[src/design/sip_cfg.svh]
// register offsets, field positions, reset values and widths of the serial interrupt and pin block
`ifndef SIP_CFG_SVH
`define SIP_CFG_SVH

`define SIP_AW            8
// per-channel registers, relative to the channel base
`define SIP_CH0_BASE      8'h00
`define SIP_CH1_BASE      8'h20
`define SIP_R_MODE        8'h00
`define SIP_R_DIV         8'h04
`define SIP_R_TXBUF       8'h08
`define SIP_R_RXBUF       8'h0C
`define SIP_R_STAT        8'h10
// shared port
`define SIP_R_DIR         8'h14
`define SIP_R_PORT_OUT    8'h18
`define SIP_R_PORT_IN     8'h1C
// interrupt control registers: tx at base + 8*ch, rx at base + 8*ch + 4
`define SIP_R_IC_BASE     8'h34
`define SIP_IC_RX_OFF     8'h04
`define SIP_IC_STRIDE     8'h08
// event status (read only), clear (write only), enable
`define SIP_R_EV_STAT     8'h44
`define SIP_R_EV_CLR      8'h48
`define SIP_R_EV_EN       8'h4C

// mode register fields
`define SIP_M_ENABLE      0
`define SIP_M_TX_EN       1
`define SIP_M_RTS_SEL     2
`define SIP_M_CLK_EXT     3
`define SIP_M_RX_EN       4
// interrupt control fields
`define SIP_IC_REQ        3
// pin positions within a channel's nibble of the shared port
`define SIP_P_FLOW        0
`define SIP_P_CLK         1
`define SIP_P_RXD         2
`define SIP_P_TXD         3
// event status bits per channel (base 3*ch)
`define SIP_EV_TX         0
`define SIP_EV_RX         1
`define SIP_EV_OVR        2

`define SIP_DIR_RST       8'h00
`define SIP_MODE_RST      5'h00
`define SIP_DIV_RST       8'h00
`define SIP_IC_RST        4'h0
`define SIP_XFER_BITS     4'h8
`define SIP_RESP_OKAY     2'h0
`define SIP_RESP_SLVERR   2'h2

`endif

[src/design/sip_pkg.sv]
// types shared by the serial interrupt and pin block
`default_nettype none
package sip_pkg;

    typedef enum logic [1:0]
    {
        SIP_IDLE  = 2'b01,
        SIP_SHIFT = 2'b10
    } sip_xfer_t;

    typedef struct packed
    {
        logic       awvalid;
        logic [7:0] awaddr;
        logic       wvalid;
        logic [31:0] wdata;
        logic [3:0] wstrb;
        logic       bready;
        logic       arvalid;
        logic [7:0] araddr;
        logic       rready;
    } sip_axi_req_t;

    typedef struct packed
    {
        logic        awready;
        logic        wready;
        logic        bvalid;
        logic [1:0]  bresp;
        logic        arready;
        logic        rvalid;
        logic [31:0] rdata;
        logic [1:0]  rresp;
    } sip_axi_rsp_t;

    typedef struct packed
    {
        logic [4:0] mode;
        logic [7:0] div;
        logic [7:0] brg;
        logic       sclk;
        logic [7:0] txbuf;
        logic       txbuf_full;
        logic [7:0] tx_shift;
        logic [7:0] rx_shift;
        logic [3:0] bitcnt;
        sip_xfer_t  xfer;
        logic       rx_on;
        logic       out_bit;
        logic [7:0] rxbuf;
        logic       rx_full;
        logic       overrun;
        logic       rts;
        logic [3:0] tx_ctl;
        logic [3:0] rx_ctl;
        logic       clk_d;
    } sip_chan_t;

    typedef struct packed
    {
        sip_chan_t [1:0] ch;
        logic [7:0]  dir;
        logic [7:0]  port_dat;
        logic [7:0]  pin_s1;
        logic [7:0]  pin_s2;
        logic [5:0]  ev_stat;
        logic [5:0]  ev_en;
        logic        aw_got;
        logic        w_got;
        logic [7:0]  aw_addr;
        logic [31:0] wdata;
        logic [3:0]  wstrb;
        logic        bvalid;
        logic [1:0]  bresp;
        logic        rvalid;
        logic [31:0] rdata;
        logic [1:0]  rresp;
        logic        cpu_req;
        logic [1:0]  cpu_src;
        logic [2:0]  cpu_lvl;
    } sip_state_t;

endpackage
`default_nettype wire

[src/design/sip_top.sv]
// two-channel clock-synchronous serial unit: interrupt control, shared port pins, AXI4-Lite registers
//
// Register access over AXI4-Lite was left to the implementer.
`default_nettype none
`include "sip_cfg.svh"

// Functional notes
// [RQ1] each channel has separate transmit and receive interrupts, each with own control register
// [RQ2] three-bit priority field selects levels 1 to 7; level zero disables the source
// [RQ3] request is raised only above processor priority level and with global disable clear
// [RQ4] transmit request bit sets when buffer moves into transmit shift register
// [RQ5] receive request bit sets when a completed character moves into receive buffer
// [RQ6] an overrun leaves the receive request bit unchanged
// [RQ7] accepting an interrupt clears its request bit in hardware
// [RQ8] software writes may set or clear each request bit directly
// [RQ9] software clears direction bits of data input pins before receiving; here receive enable forces the data input pin to input in an enabled channel
// [RQ10] flow, clock and data output pins take serial function regardless of direction
// [RQ11] each synchronous transfer is eight bits, least significant bit first
// [RQ12] internal transfer clock is baud divider output divided by two
// [RQ13] data output pin always drives data, filler when only receiving; here no transfer starts without the transmit enable bit
// [RQ14] clock pin drives out with select zero, takes external clock with select one
// [RQ15] flow pin is clear-to-send input with select zero, request-to-send output with one
// [RQ16] data output stays high after mode selection until first transmission
// [RQ17] data input pin stays an ordinary port pin when only transmitting
// [RQ18] peer drives clear-to-send low to let a transmission begin
// [RQ19] request-to-send high when disabled, low when enabled, high receiving, low when done
module sip_top
    import sip_pkg::*;
(
    // clock and reset
    input  wire logic         aclk,
    input  wire logic         aresetn,
    // register bus
    input  wire sip_axi_req_t axi_req,
    output sip_axi_rsp_t      axi_rsp,
    // shared port pins, nibble per channel
    input  wire logic [7:0]   port_in,
    output logic [7:0]        port_out,
    output logic [7:0]        port_oe,
    // processor interrupt interface
    input  wire logic [2:0]   processor_priority_level,
    input  wire logic         int_disable,
    input  wire logic         int_ack,
    input  wire logic [1:0]   int_ack_src,
    output logic              int_request,
    output logic [1:0]        int_source,
    output logic [2:0]        int_level,
    // event interrupt
    output logic              irq
);

    sip_state_t s;
    sip_state_t next_s;

    function automatic logic [7:0] ch_base(input logic idx);
        return idx ? `SIP_CH1_BASE : `SIP_CH0_BASE;
    endfunction

    function automatic logic [7:0] ic_addr(input logic idx, input logic rx);
        return `SIP_R_IC_BASE + (idx ? `SIP_IC_STRIDE : 8'h00) + (rx ? `SIP_IC_RX_OFF : 8'h00);
    endfunction

    function automatic logic addr_hit(input logic [7:0] a);
        logic hit;
        hit = (a == `SIP_R_DIR) || (a == `SIP_R_PORT_OUT) || (a == `SIP_R_PORT_IN)
            || (a == `SIP_R_EV_STAT) || (a == `SIP_R_EV_CLR) || (a == `SIP_R_EV_EN);
        for (int i = 0; i < 2; i++)
        begin
            hit = hit || (a == ch_base(1'(i)) + `SIP_R_MODE) || (a == ch_base(1'(i)) + `SIP_R_DIV)
                || (a == ch_base(1'(i)) + `SIP_R_TXBUF) || (a == ch_base(1'(i)) + `SIP_R_RXBUF)
                || (a == ch_base(1'(i)) + `SIP_R_STAT)
                || (a == ic_addr(1'(i), 1'b0)) || (a == ic_addr(1'(i), 1'b1));
        end
        return hit;
    endfunction

    // bus handshakes are combinational from state
    always_comb
    begin
        axi_rsp.awready = !s.aw_got && !s.bvalid;
        axi_rsp.wready  = !s.w_got && !s.bvalid;
        axi_rsp.bvalid  = s.bvalid;
        axi_rsp.bresp   = s.bresp;
        axi_rsp.arready = !s.rvalid;
        axi_rsp.rvalid  = s.rvalid;
        axi_rsp.rdata   = s.rdata;
        axi_rsp.rresp   = s.rresp;
    end

    // pin muxing: serial function overrides the direction bits
    always_comb
    begin
        for (int i = 0; i < 2; i++)
        begin
            for (int k = 0; k < 4; k++)
            begin
                port_out[4*i+k] = s.port_dat[4*i+k];
                port_oe[4*i+k]  = s.dir[4*i+k];
            end
            if (s.ch[i].mode[`SIP_M_ENABLE])
            begin
                port_out[4*i+`SIP_P_TXD] = s.ch[i].out_bit; // [RQ13] [RQ16]
                port_oe[4*i+`SIP_P_TXD]  = 1'b1; // [RQ10]
                port_out[4*i+`SIP_P_CLK] = s.ch[i].sclk;
                port_oe[4*i+`SIP_P_CLK]  = !s.ch[i].mode[`SIP_M_CLK_EXT]; // [RQ14] [RQ10]
                port_out[4*i+`SIP_P_FLOW] = s.ch[i].rts; // [RQ19]
                port_oe[4*i+`SIP_P_FLOW]  = s.ch[i].mode[`SIP_M_RTS_SEL]; // [RQ15] [RQ10]
                // receive pin stays a port pin when only transmitting
                if (s.ch[i].mode[`SIP_M_RX_EN])
                    port_oe[4*i+`SIP_P_RXD] = 1'b0; // [RQ17]
            end
        end
        int_request = s.cpu_req;
        int_source  = s.cpu_src;
        int_level   = s.cpu_lvl;
        irq         = |(s.ev_stat & s.ev_en);
    end

    always_comb
    begin
        logic [1:0] tx_set;
        logic [1:0] rx_set;
        logic [5:0] ev;
        logic       fall;
        logic       rise;
        logic       cts_ok;
        logic       clk_ok;
        logic [7:0] rx_new;
        logic [7:0] a;
        logic [7:0] d;
        logic [2:0] best_lvl;
        logic [1:0] best_src;
        logic [3:0] ctl;
        tx_set   = 2'b00;
        rx_set   = 2'b00;
        ev       = 6'h00;
        fall     = 1'b0;
        rise     = 1'b0;
        cts_ok   = 1'b0;
        clk_ok   = 1'b0;
        rx_new   = 8'h00;
        a        = 8'h00;
        d        = 8'h00;
        best_lvl = 3'h0;
        best_src = 2'h0;
        ctl      = 4'h0;
        next_s   = s;

        // two-flop synchroniser for every pin input
        next_s.pin_s1 = port_in;
        next_s.pin_s2 = s.pin_s1;

        // processor acceptance clears the request bit
        if (int_ack)
        begin
            if (int_ack_src[0])
                next_s.ch[int_ack_src[1]].rx_ctl[`SIP_IC_REQ] = 1'b0; // [RQ7]
            else
                next_s.ch[int_ack_src[1]].tx_ctl[`SIP_IC_REQ] = 1'b0; // [RQ7]
        end

        // read channel
        if (s.rvalid && axi_req.rready)
            next_s.rvalid = 1'b0;
        if (axi_req.arvalid && !s.rvalid)
        begin
            a = axi_req.araddr;
            next_s.rvalid = 1'b1;
            next_s.rresp  = addr_hit(a) ? `SIP_RESP_OKAY : `SIP_RESP_SLVERR;
            next_s.rdata  = 32'h0000_0000;
            unique case (a)
                `SIP_R_DIR:      next_s.rdata[7:0] = s.dir;
                `SIP_R_PORT_OUT: next_s.rdata[7:0] = s.port_dat;
                `SIP_R_PORT_IN:  next_s.rdata[7:0] = s.pin_s2;
                `SIP_R_EV_STAT:  next_s.rdata[5:0] = s.ev_stat;
                `SIP_R_EV_EN:    next_s.rdata[5:0] = s.ev_en;
                default:         next_s.rdata = 32'h0000_0000;
            endcase
            for (int i = 0; i < 2; i++)
            begin
                if (a == ch_base(1'(i)) + `SIP_R_MODE)
                    next_s.rdata[4:0] = s.ch[i].mode;
                if (a == ch_base(1'(i)) + `SIP_R_DIV)
                    next_s.rdata[7:0] = s.ch[i].div;
                if (a == ch_base(1'(i)) + `SIP_R_RXBUF)
                begin
                    next_s.rdata[7:0]    = s.ch[i].rxbuf;
                    next_s.ch[i].rx_full = 1'b0;
                end
                if (a == ch_base(1'(i)) + `SIP_R_STAT)
                    next_s.rdata[4:0] = {s.ch[i].xfer == SIP_SHIFT && s.ch[i].rx_on, s.ch[i].overrun,
                                         s.ch[i].rx_full, s.ch[i].xfer == SIP_IDLE, !s.ch[i].txbuf_full};
                if (a == ic_addr(1'(i), 1'b0))
                    next_s.rdata[3:0] = s.ch[i].tx_ctl;
                if (a == ic_addr(1'(i), 1'b1))
                    next_s.rdata[3:0] = s.ch[i].rx_ctl;
            end
        end

        // transfer engines
        for (int i = 0; i < 2; i++)
        begin
            fall   = 1'b0;
            rise   = 1'b0;
            cts_ok = s.ch[i].mode[`SIP_M_RTS_SEL] || !s.pin_s2[4*i+`SIP_P_FLOW]; // [RQ18]
            clk_ok = !s.ch[i].mode[`SIP_M_CLK_EXT] || s.pin_s2[4*i+`SIP_P_CLK];
            next_s.ch[i].clk_d = s.pin_s2[4*i+`SIP_P_CLK];
            rx_new = {s.pin_s2[4*i+`SIP_P_RXD], s.ch[i].rx_shift[7:1]}; // [RQ11]
            if (!s.ch[i].mode[`SIP_M_ENABLE])
            begin
                next_s.ch[i].xfer    = SIP_IDLE;
                next_s.ch[i].sclk    = 1'b1;
                next_s.ch[i].out_bit = 1'b1; // [RQ16]
            end
            else
            begin
                unique case (s.ch[i].xfer)
                    SIP_IDLE:
                    begin
                        next_s.ch[i].sclk = 1'b1;
                        next_s.ch[i].brg  = s.ch[i].div;
                        if (s.ch[i].mode[`SIP_M_TX_EN] && s.ch[i].txbuf_full && cts_ok && clk_ok)
                        begin
                            next_s.ch[i].tx_shift   = s.ch[i].txbuf;
                            next_s.ch[i].txbuf_full = 1'b0;
                            next_s.ch[i].bitcnt     = 4'h0;
                            next_s.ch[i].rx_on      = s.ch[i].mode[`SIP_M_RX_EN];
                            next_s.ch[i].xfer       = SIP_SHIFT;
                            tx_set[i] = 1'b1; // [RQ4]
                        end
                    end
                    SIP_SHIFT:
                    begin
                        if (s.ch[i].mode[`SIP_M_CLK_EXT])
                        begin
                            fall = s.ch[i].clk_d && !s.pin_s2[4*i+`SIP_P_CLK]; // [RQ14]
                            rise = !s.ch[i].clk_d && s.pin_s2[4*i+`SIP_P_CLK];
                        end
                        else if (s.ch[i].brg == 8'h00)
                        begin
                            // every divider tick toggles, so one clock period is two ticks
                            next_s.ch[i].brg  = s.ch[i].div;
                            next_s.ch[i].sclk = !s.ch[i].sclk; // [RQ12]
                            fall = s.ch[i].sclk;
                            rise = !s.ch[i].sclk;
                        end
                        else
                            next_s.ch[i].brg = s.ch[i].brg - 8'h01;
                        if (fall)
                        begin
                            next_s.ch[i].out_bit  = s.ch[i].tx_shift[0]; // [RQ11] [RQ13]
                            next_s.ch[i].tx_shift = {1'b1, s.ch[i].tx_shift[7:1]};
                        end
                        if (rise)
                        begin
                            next_s.ch[i].rx_shift = rx_new;
                            next_s.ch[i].bitcnt   = s.ch[i].bitcnt + 4'h1;
                            if (s.ch[i].bitcnt + 4'h1 == `SIP_XFER_BITS) // [RQ11]
                            begin
                                next_s.ch[i].xfer = SIP_IDLE;
                                ev[3*i+`SIP_EV_TX] = 1'b1;
                                if (s.ch[i].rx_on)
                                begin
                                    next_s.ch[i].rxbuf   = rx_new;
                                    next_s.ch[i].rx_full = 1'b1;
                                    ev[3*i+`SIP_EV_RX] = 1'b1;
                                    // unread buffer is overwritten; request bit left alone
                                    if (next_s.ch[i].rx_full && s.ch[i].rx_full)
                                    begin
                                        next_s.ch[i].overrun = 1'b1;
                                        ev[3*i+`SIP_EV_OVR] = 1'b1; // [RQ6]
                                    end
                                    else
                                        rx_set[i] = 1'b1; // [RQ5]
                                end
                            end
                        end
                    end
                endcase
            end
            if (!s.ch[i].mode[`SIP_M_RX_EN])
            begin
                next_s.ch[i].rx_on   = 1'b0;
                next_s.ch[i].rx_full = 1'b0;
                next_s.ch[i].overrun = 1'b0;
            end
            next_s.ch[i].rts = !s.ch[i].mode[`SIP_M_RX_EN]
                || (next_s.ch[i].xfer == SIP_SHIFT && next_s.ch[i].rx_on); // [RQ19]
        end

        // write channel: address and data taken in either order
        if (axi_req.awvalid && !s.aw_got && !s.bvalid)
        begin
            next_s.aw_got  = 1'b1;
            next_s.aw_addr = axi_req.awaddr;
        end
        if (axi_req.wvalid && !s.w_got && !s.bvalid)
        begin
            next_s.w_got = 1'b1;
            next_s.wdata = axi_req.wdata;
            next_s.wstrb = axi_req.wstrb;
        end
        if (s.bvalid && axi_req.bready)
            next_s.bvalid = 1'b0;
        if (s.aw_got && s.w_got)
        begin
            a = s.aw_addr;
            d = s.wdata[7:0];
            next_s.aw_got = 1'b0;
            next_s.w_got  = 1'b0;
            next_s.bvalid = 1'b1;
            next_s.bresp  = addr_hit(a) ? `SIP_RESP_OKAY : `SIP_RESP_SLVERR;
            if (s.wstrb[0])
            begin
                if (a == `SIP_R_DIR)
                    next_s.dir = d;
                if (a == `SIP_R_PORT_OUT)
                    next_s.port_dat = d;
                if (a == `SIP_R_EV_EN)
                    next_s.ev_en = d[5:0];
                if (a == `SIP_R_EV_CLR)
                    next_s.ev_stat = s.ev_stat & ~d[5:0];
                for (int i = 0; i < 2; i++)
                begin
                    if (a == ch_base(1'(i)) + `SIP_R_MODE)
                    begin
                        next_s.ch[i].mode = d[4:0];
                        // enabling a disabled channel parks the data line high
                        if (d[`SIP_M_ENABLE] && !s.ch[i].mode[`SIP_M_ENABLE])
                            next_s.ch[i].out_bit = 1'b1; // [RQ16]
                    end
                    if (a == ch_base(1'(i)) + `SIP_R_DIV)
                        next_s.ch[i].div = d;
                    if (a == ch_base(1'(i)) + `SIP_R_TXBUF)
                    begin
                        next_s.ch[i].txbuf      = d;
                        next_s.ch[i].txbuf_full = 1'b1;
                    end
                    if (a == ic_addr(1'(i), 1'b0))
                        next_s.ch[i].tx_ctl = d[3:0]; // [RQ1] [RQ8]
                    if (a == ic_addr(1'(i), 1'b1))
                        next_s.ch[i].rx_ctl = d[3:0]; // [RQ1] [RQ8]
                end
            end
        end

        // hardware sets land last so they win over any clear in the same cycle
        for (int i = 0; i < 2; i++)
        begin
            if (tx_set[i])
                next_s.ch[i].tx_ctl[`SIP_IC_REQ] = 1'b1; // [RQ4]
            if (rx_set[i])
                next_s.ch[i].rx_ctl[`SIP_IC_REQ] = 1'b1; // [RQ5]
        end
        next_s.ev_stat = next_s.ev_stat | ev;

        // arbitration over the four sources; lower index wins a tie
        for (int j = 0; j < 4; j++)
        begin
            ctl = j[0] ? next_s.ch[j[1]].rx_ctl : next_s.ch[j[1]].tx_ctl;
            if (ctl[`SIP_IC_REQ] && ctl[2:0] > best_lvl) // [RQ2]
            begin
                best_lvl = ctl[2:0];
                best_src = 2'(j);
            end
        end
        next_s.cpu_req = (best_lvl > processor_priority_level) && !int_disable; // [RQ3]
        next_s.cpu_src = best_src;
        next_s.cpu_lvl = best_lvl;
    end

    always_ff @(posedge aclk)
    begin
        if (!aresetn)
        begin
            s <= '0;
            for (int i = 0; i < 2; i++)
            begin
                s.ch[i].mode    <= `SIP_MODE_RST;
                s.ch[i].div     <= `SIP_DIV_RST;
                s.ch[i].xfer    <= SIP_IDLE;
                s.ch[i].sclk    <= 1'b1;
                s.ch[i].out_bit <= 1'b1;
                s.ch[i].rts     <= 1'b1;
                s.ch[i].tx_ctl  <= `SIP_IC_RST;
                s.ch[i].rx_ctl  <= `SIP_IC_RST;
            end
            s.dir <= `SIP_DIR_RST;
        end
        else
            s <= next_s;
    end

endmodule
`default_nettype wire

[config.mk]
export PLATFORM = sky130hd
export DESIGN_NAME = sip_top
export DESIGN_NICKNAME = d
export VERILOG_FILES = /design/src/design/sip_pkg.sv /design/src/design/sip_top.sv
export VERILOG_INCLUDE_DIRS = /design/src /design/src/design
export SDC_FILE = /design/constraint.sdc
export NUM_CORES = 1
export LEC_CHECK = 0
export BUFFER_PORTS_ARGS = -buffer_cell sky130_fd_sc_hd__buf_4
export CAP_MARGIN = 20
export CELL_PAD_IN_SITES_DETAIL_PLACEMENT = 2
export CELL_PAD_IN_SITES_GLOBAL_PLACEMENT = 2
export CORE_MARGIN = 2
export CORE_UTILIZATION = 34
export CTS_CLUSTER_SIZE = 10
export DETAILED_ROUTE_END_ITERATION = 10
export HOLD_SLACK_MARGIN = 0.08
export PLACE_DENSITY_LB_ADDON = 0.3
export SLEW_MARGIN = 10
export SYNTH_ARGS = -nofsm -noshare
export SYNTH_HDL_FRONTEND = slang
export SYNTH_SLANG_ARGS = --single-unit
[constraint.sdc]
create_clock -name aclk -period 6.7 [get_ports aclk]
set_clock_uncertainty 0.2 [all_clocks]
set_input_delay 0.67 -clock aclk [delete_from_list [all_inputs] [get_ports aclk]]
set_output_delay 0.67 -clock aclk [all_outputs]
set_load 0.05 [all_outputs]
# Word level (Yosys, flattened, before mapping)
# Cells that the tools add are included.
[word_totals]
out_inout_bits = 64
regBits = 233
word_cells = 418
[op_classes]
muxes = 187
n_lt_le_gt_ge = 7
n_reduce_logical = 112
n_bitwise = 5
addsub = 4
eq_ne = 46
[ops]
columns = ["operator", "n"]
rows = [
  ["150-bit bitwise mux", 2],
  ["150-bit 2-to-1 mux", 2],
  ["75-bit demux with 1-bit select", 2],
  ["8-bit 2-to-1 mux", 18],
  ["8-bit by 6-bit equality test with 1-bit output (second input constant)", 16],
  ["9-bit 2-to-1 mux", 11],
  ["10-bit 2-to-1 mux", 8],
  ["1-bit 2-to-1 mux", 77],
  ["8-bit by 5-bit equality test with 1-bit output (second input constant)", 8],
  ["8-bit by 7-bit equality test with 1-bit output (second input constant)", 8],
  ["13-bit 2-to-1 mux", 4],
  ["1-bit logical OR", 44],
  ["14-bit 2-to-1 mux", 3],
  ["21-bit 2-to-1 mux", 2],
  ["4-bit 2-to-1 mux", 10],
  ["3-bit 2-to-1 mux", 13],
  ["9-bit case mux with 2 select lines", 2],
  ["35-bit 2-to-1 mux", 1],
  ["5-bit 2-to-1 mux", 7],
  ["8-bit by 4-bit equality test with 1-bit output (second input constant)", 4],
  ["1-bit logical AND", 32],
  ["8-bit logical NOT", 4],
  ["8-bit case mux with 2 select lines", 2],
  ["6-bit case mux with 5 select lines", 1],
  ["other kinds (27)", 80],
]

# Logic depth before layout (Yosys ltp)
[logic_depth]
ltp_word = 24
ltp_mapped = 32
depth_no_buf = 31

# Worst setup path before layout
# Ideal clock, no wire load.
[synth_path]
path_kind = "register -> register"
from = "register s[83] (netlist name)"
to = "register s, in the netlist int_request"
stages_incl_launch_ff = 31
setup_slack_ns = 0.872
arrival_time_ns = 5.496
setup_ns = 0.133
path_buffers = 1
cell_sequence = "dfxtp_1 buf_2 nor4b_2 nand3_1 a211oi_1 or2_2 ha_1 nor2b_1 o21ai_0 a32oi_2 and2_1 a21oi_1 inv_1 ha_1 nor2_1 o22ai_1 or3_4 o21a_4 mux2i_1 ha_1 inv_1 a21o_1 a21oi_1 a31oi_1 and2_1 a221oi_1 nor2_1 ha_1 a21o_1 a21oi_1 nor4_1"
[synth_lines]
columns = ["item", "line_no", "source"]
rows = [
  ["from (decl)", "sip_top.sv:52", "sip_state_t s;"],
  ["from (signal assigned)", "sip_top.sv:391", "s <= next_s;"],
]

# Final worst setup path
[layout_path]
from = "register s[81] (netlist name)"
to = "register s, in the netlist int_request"
[layout_between]
elab_chain_cells = 18
elab_cells_between_ends = 30
classes_between = "order compare: 5; eq/ne: 4; mux: 16; reduce/logical: 5"
[layout_lines]
columns = ["item", "line_no", "source"]
rows = [
  ["8-bit by 6-bit equality test with 1-bit output", "sip_top.sv:339", "if (a == ic_addr(1'(i), 1'b0))"],
  ["4-bit 2-to-1 mux", "sip_top.sv:339", ""],
  ["8-bit 2-to-1 mux", "sip_top.sv:313", "if (s.wstrb[0])"],
  ["8-bit 2-to-1 mux", "sip_top.sv:305", "if (s.aw_got && s.w_got)"],
  ["3-bit by 1-bit > comparator with 1-bit output or 1-bit 2-to-1 mux (tied branches)", "sip_top.sv:361, sip_top.sv:350", ""],
  ["1-bit logical AND", "sip_top.sv:361", "if (ctl[`SIP_IC_REQ] && ctl[2:0] > best_lvl)"],
  ["3-bit 2-to-1 mux", "sip_top.sv:361", ""],
  ["3-bit > comparator", "sip_top.sv:361", ""],
  ["[2 not listed]", "n/a", ""],
  ["3-bit > comparator", "sip_top.sv:361", ""],
  ["1-bit logical AND", "sip_top.sv:361", ""],
  ["3-bit 2-to-1 mux", "sip_top.sv:361", ""],
  ["3-bit > comparator", "sip_top.sv:361", ""],
  ["1-bit logical AND", "sip_top.sv:361", ""],
  ["3-bit 2-to-1 mux (*)", "sip_top.sv:361", ""],
  ["3-bit > comparator (*)", "sip_top.sv:367", "next_s.cpu_req = (best_lvl > processor_priority_level) && !int_disable;"],
  ["1-bit logical AND (*)", "sip_top.sv:367", ""],
]
# Mark *: on every way between the ends. The rest lies on a longest branch, timed or not.
# A chain may end at the register's enable or synchronous reset.

==> impl_metrics.toml <==
[status]
status = "complete, no violations"

[critical_path]
startpoint_type = "flip-flop"
r2r_start = "s[81]"
timing.reg2reg.setup_slack_ps = 420
slowest_delay_ps = 400
required_ps = 6900
critPathKind = "flip-flop to flip-flop"
r2r_end = "int_request"
crit_arrival_ps = 6480
cp_max_fo = 6
cp_slowest_cell = "or3_4"
critPathCaptureType = "flip-flop"
ff2ff_path_depth = 30

[die]
core_area_um2 = 31720
dieArea_um2 = 33910
fp.dieH_um = 184.2
io_pins = 138
rows = 65
initial_core_util_pct = 34.79
die_x_um = 184.2

[drt]
wirelength_um = 40870
drtIter0Drc = 662
dr.pass1.iters = 5
viasPerCell = 5.596
antenna_left = 0
vias = 10310
wl_per_cell_um = 22.19
drc = 0

[synth]
ys.flop_type = "dfxtp_1"
syn_inst = 1372
synth_top_area_share_pct = 41.55
async_flop_share_pct = 0
synthTopCellsByArea = "dfxtp_1 42%, a21oi_1 7.1%, nor2_1 6.8%"
yosysWarnings = 0
synth.top_cells.by_count = "229 x dfxtp_1, 201 x nor2_1, 157 x a21oi_1"
avgSynthCellArea_um2 = 8.043
yosysSeqAreaShare_pct = 41.55
yosysTopAreaCell = "dfxtp_1"
netlist_area_um2 = 11030
synth_enable_flop_cells = 0
yosysUniqueCellTypes = 70
yosysMostFrequentCell = "dfxtp_1"
yosys_register_bits = 229

[global_routing]
grt_usage_pct = 24.18
grt_overflow = 0
grt_max_degree = 93
grt_pass1_vias = 10870
grt_pass1_wl_um = 63780
antenna_found_initial = 0

[cts]
cts_buffers = 28
cts.sinks = 229
root_buffer = "clkbuf_16"
clock_path_buffers = 3
clock_latency_ps = 550
h-tree-depth = 1
clk_pin_slew_ps = 50
cts_tree = "done"

[placement]
hpwlAfterDp_um = 29440
io_buffer_count = 84
post-place-ws_ps = 18.07
place.gp.congestion = 0.8811

[pwr]
p_leak_nw = 4.815
max-vdd-ir-drop_v = 0.0001859
power_density_nw_per_um2 = 235.4

[worst_hold_path]
min_path_type = "input port to flip-flop"
holdPathEnd = "axi_rsp[34]"
whs_path_depth = 2
hp-start = "axi_req[0]"

[layout]
antennaDiodeCount = 0
fin_util_pct = 40.30
nets = 1517
drive_above_1_share_pct = 13.68
syn_to_final_growth_pct = 15.84
fillCellCount = 3662

[sta]
period_share_pct = 93.72
max_freq_ghz = 0.1592
min_period_ps = 6279
hold_violations = 0
max-slew-margin-rel_pct = 23.33
setup_violations = 0
tns_ps = 0
fin_ws_ps = 420.5
hold_slack_ps = 108.3
tightest_slew_ps = 1144
slew_violations = 0

[job]
drv_cap = 0
[how the worst max path moves through the flow]
stage / from / endpoint / depth (start not counted)
CTS: s[80] / int_request / 30
detailed placement: int_ack_src[1] / int_request / 30
finish: s[81] / int_request / 30
global placement: int_ack_src[1] / int_request / 30
floorplan: s[83] / int_request / 30
global route: s[81] / int_request / 30
[sequential cells by signal, indices dropped and copies added, names as in the netlist]
register     cells
int_level        3
int_request      1
axi_rsp         12
int_source       2
port_out         2
next_s          10
s              199
[placed cells by master, fill, tap and decap left out, types with 11 or more instances in the layout]
master,Yosys,final
dfxtp_1,229,226
nor2_1,201,200
nand2_1,156,156
a21oi_1,157,155
buf_4,46,117
mux2i_1,61,60
o21ai_0,53,52
nand3_1,46,45
and2_1,33,33
inv_1,33,32
a22oi_1,30,30
clkbuf_16,0,28
conb_1,1,26
nor3_1,18,18
nor2b_1,17,17
ha_1,16,15
mux2_2,14,14
a22o_1,14,14
nand3b_1,12,12
o211ai_1,11,11
a221oi_1,12,11
a31oi_1,12,11
[worst max-delay path: cells and delay by family, from the launching register on]
kind                     cells  cell delay [ps]
AO/OA/AOI/OAI               15             2400
AND/OR/NAND/NOR              6             1580
adder cells (fa/ha/maj)      4             1080
flip-flops                   1              370
buffers and inverters        4              320
multiplexers                 1              200
[stage by stage]
| step | power [mW] | area [um^2] | cells |
|---|---|---|---|
| 4_1_cts | 3.035 | 12700 | 1836 |
| 6_report | 3.008 | 12780 | 1842 |
| 3_5_place_dp | 1.638 | 11860 | 1792 |
| 2_1_floorplan | 1.571 | 11130 | 1397 |
| 3_3_place_gp | 1.633 | 11860 | 1792 |
| 5_1_grt | 3.114 | 12780 | 1842 |
[where the power goes]
group	total (mW)	leakage, nW	internal [mW]	switching (mW)
sequential	1.40	1.85	1.38	0.0234
clock	1.40	0.401	0.812	0.587
combinational	0.207	2.56	0.0570	0.150
total	3.01	4.82	2.25	0.760
[logic make-up after synthesis]
| group | count (synthesis) | synth area share, % |
|---|---|---|
| compound gates | 348 | 19.59 |
| other cells | 1 | 0.03398 |
| mux | 75 | 6.962 |
| buf+inv | 153 | 6.815 |
| fa+ha+maj | 16 | 1.814 |
| simple gates | 548 | 23.08 |
| flops | 229 | 41.55 |
| xor+xnor | 2 | 0.1588 |
[routing by layer]
metal	up-vias	track usage, %	part of all wire (%)
li1	4841	-	-
met1	5194	31.74	46
met2	211	42.02	48
met3	62	2.786	3.6
met4	0	6.464	2.5
met5	-	0	0
[area by class of cell]
type | count | area [um^2] | share of cell area (%)
Multi-Input combinational cell | 1015 | 5846 | 45.73
Sequential cell | 229 | 4588 | 35.89
Timing Repair Buffer | 118 | 888.4 | 6.950
Clock buffer | 41 | 799.5 | 6.255
Tap cell | 402 | 503.0 | 3.935
Inverter | 35 | 136.4 | 1.067
Clock inverter | 2 | 21.27 | 0.1664
[repair_timing]
| item | in CTS | in global routing |
|---|---|---|
| resized for setup | 1 | 13 |
| setup endpoints to repair | 1 | 1 |
| hold buffers | 1 | 0 |
| hold endpoints to repair | 1 | 0 |
| setup buffers | 0 | 5 |
| pin swaps | 1 | 5 |
Note: power is estimated with default switching activity, not from simulation.
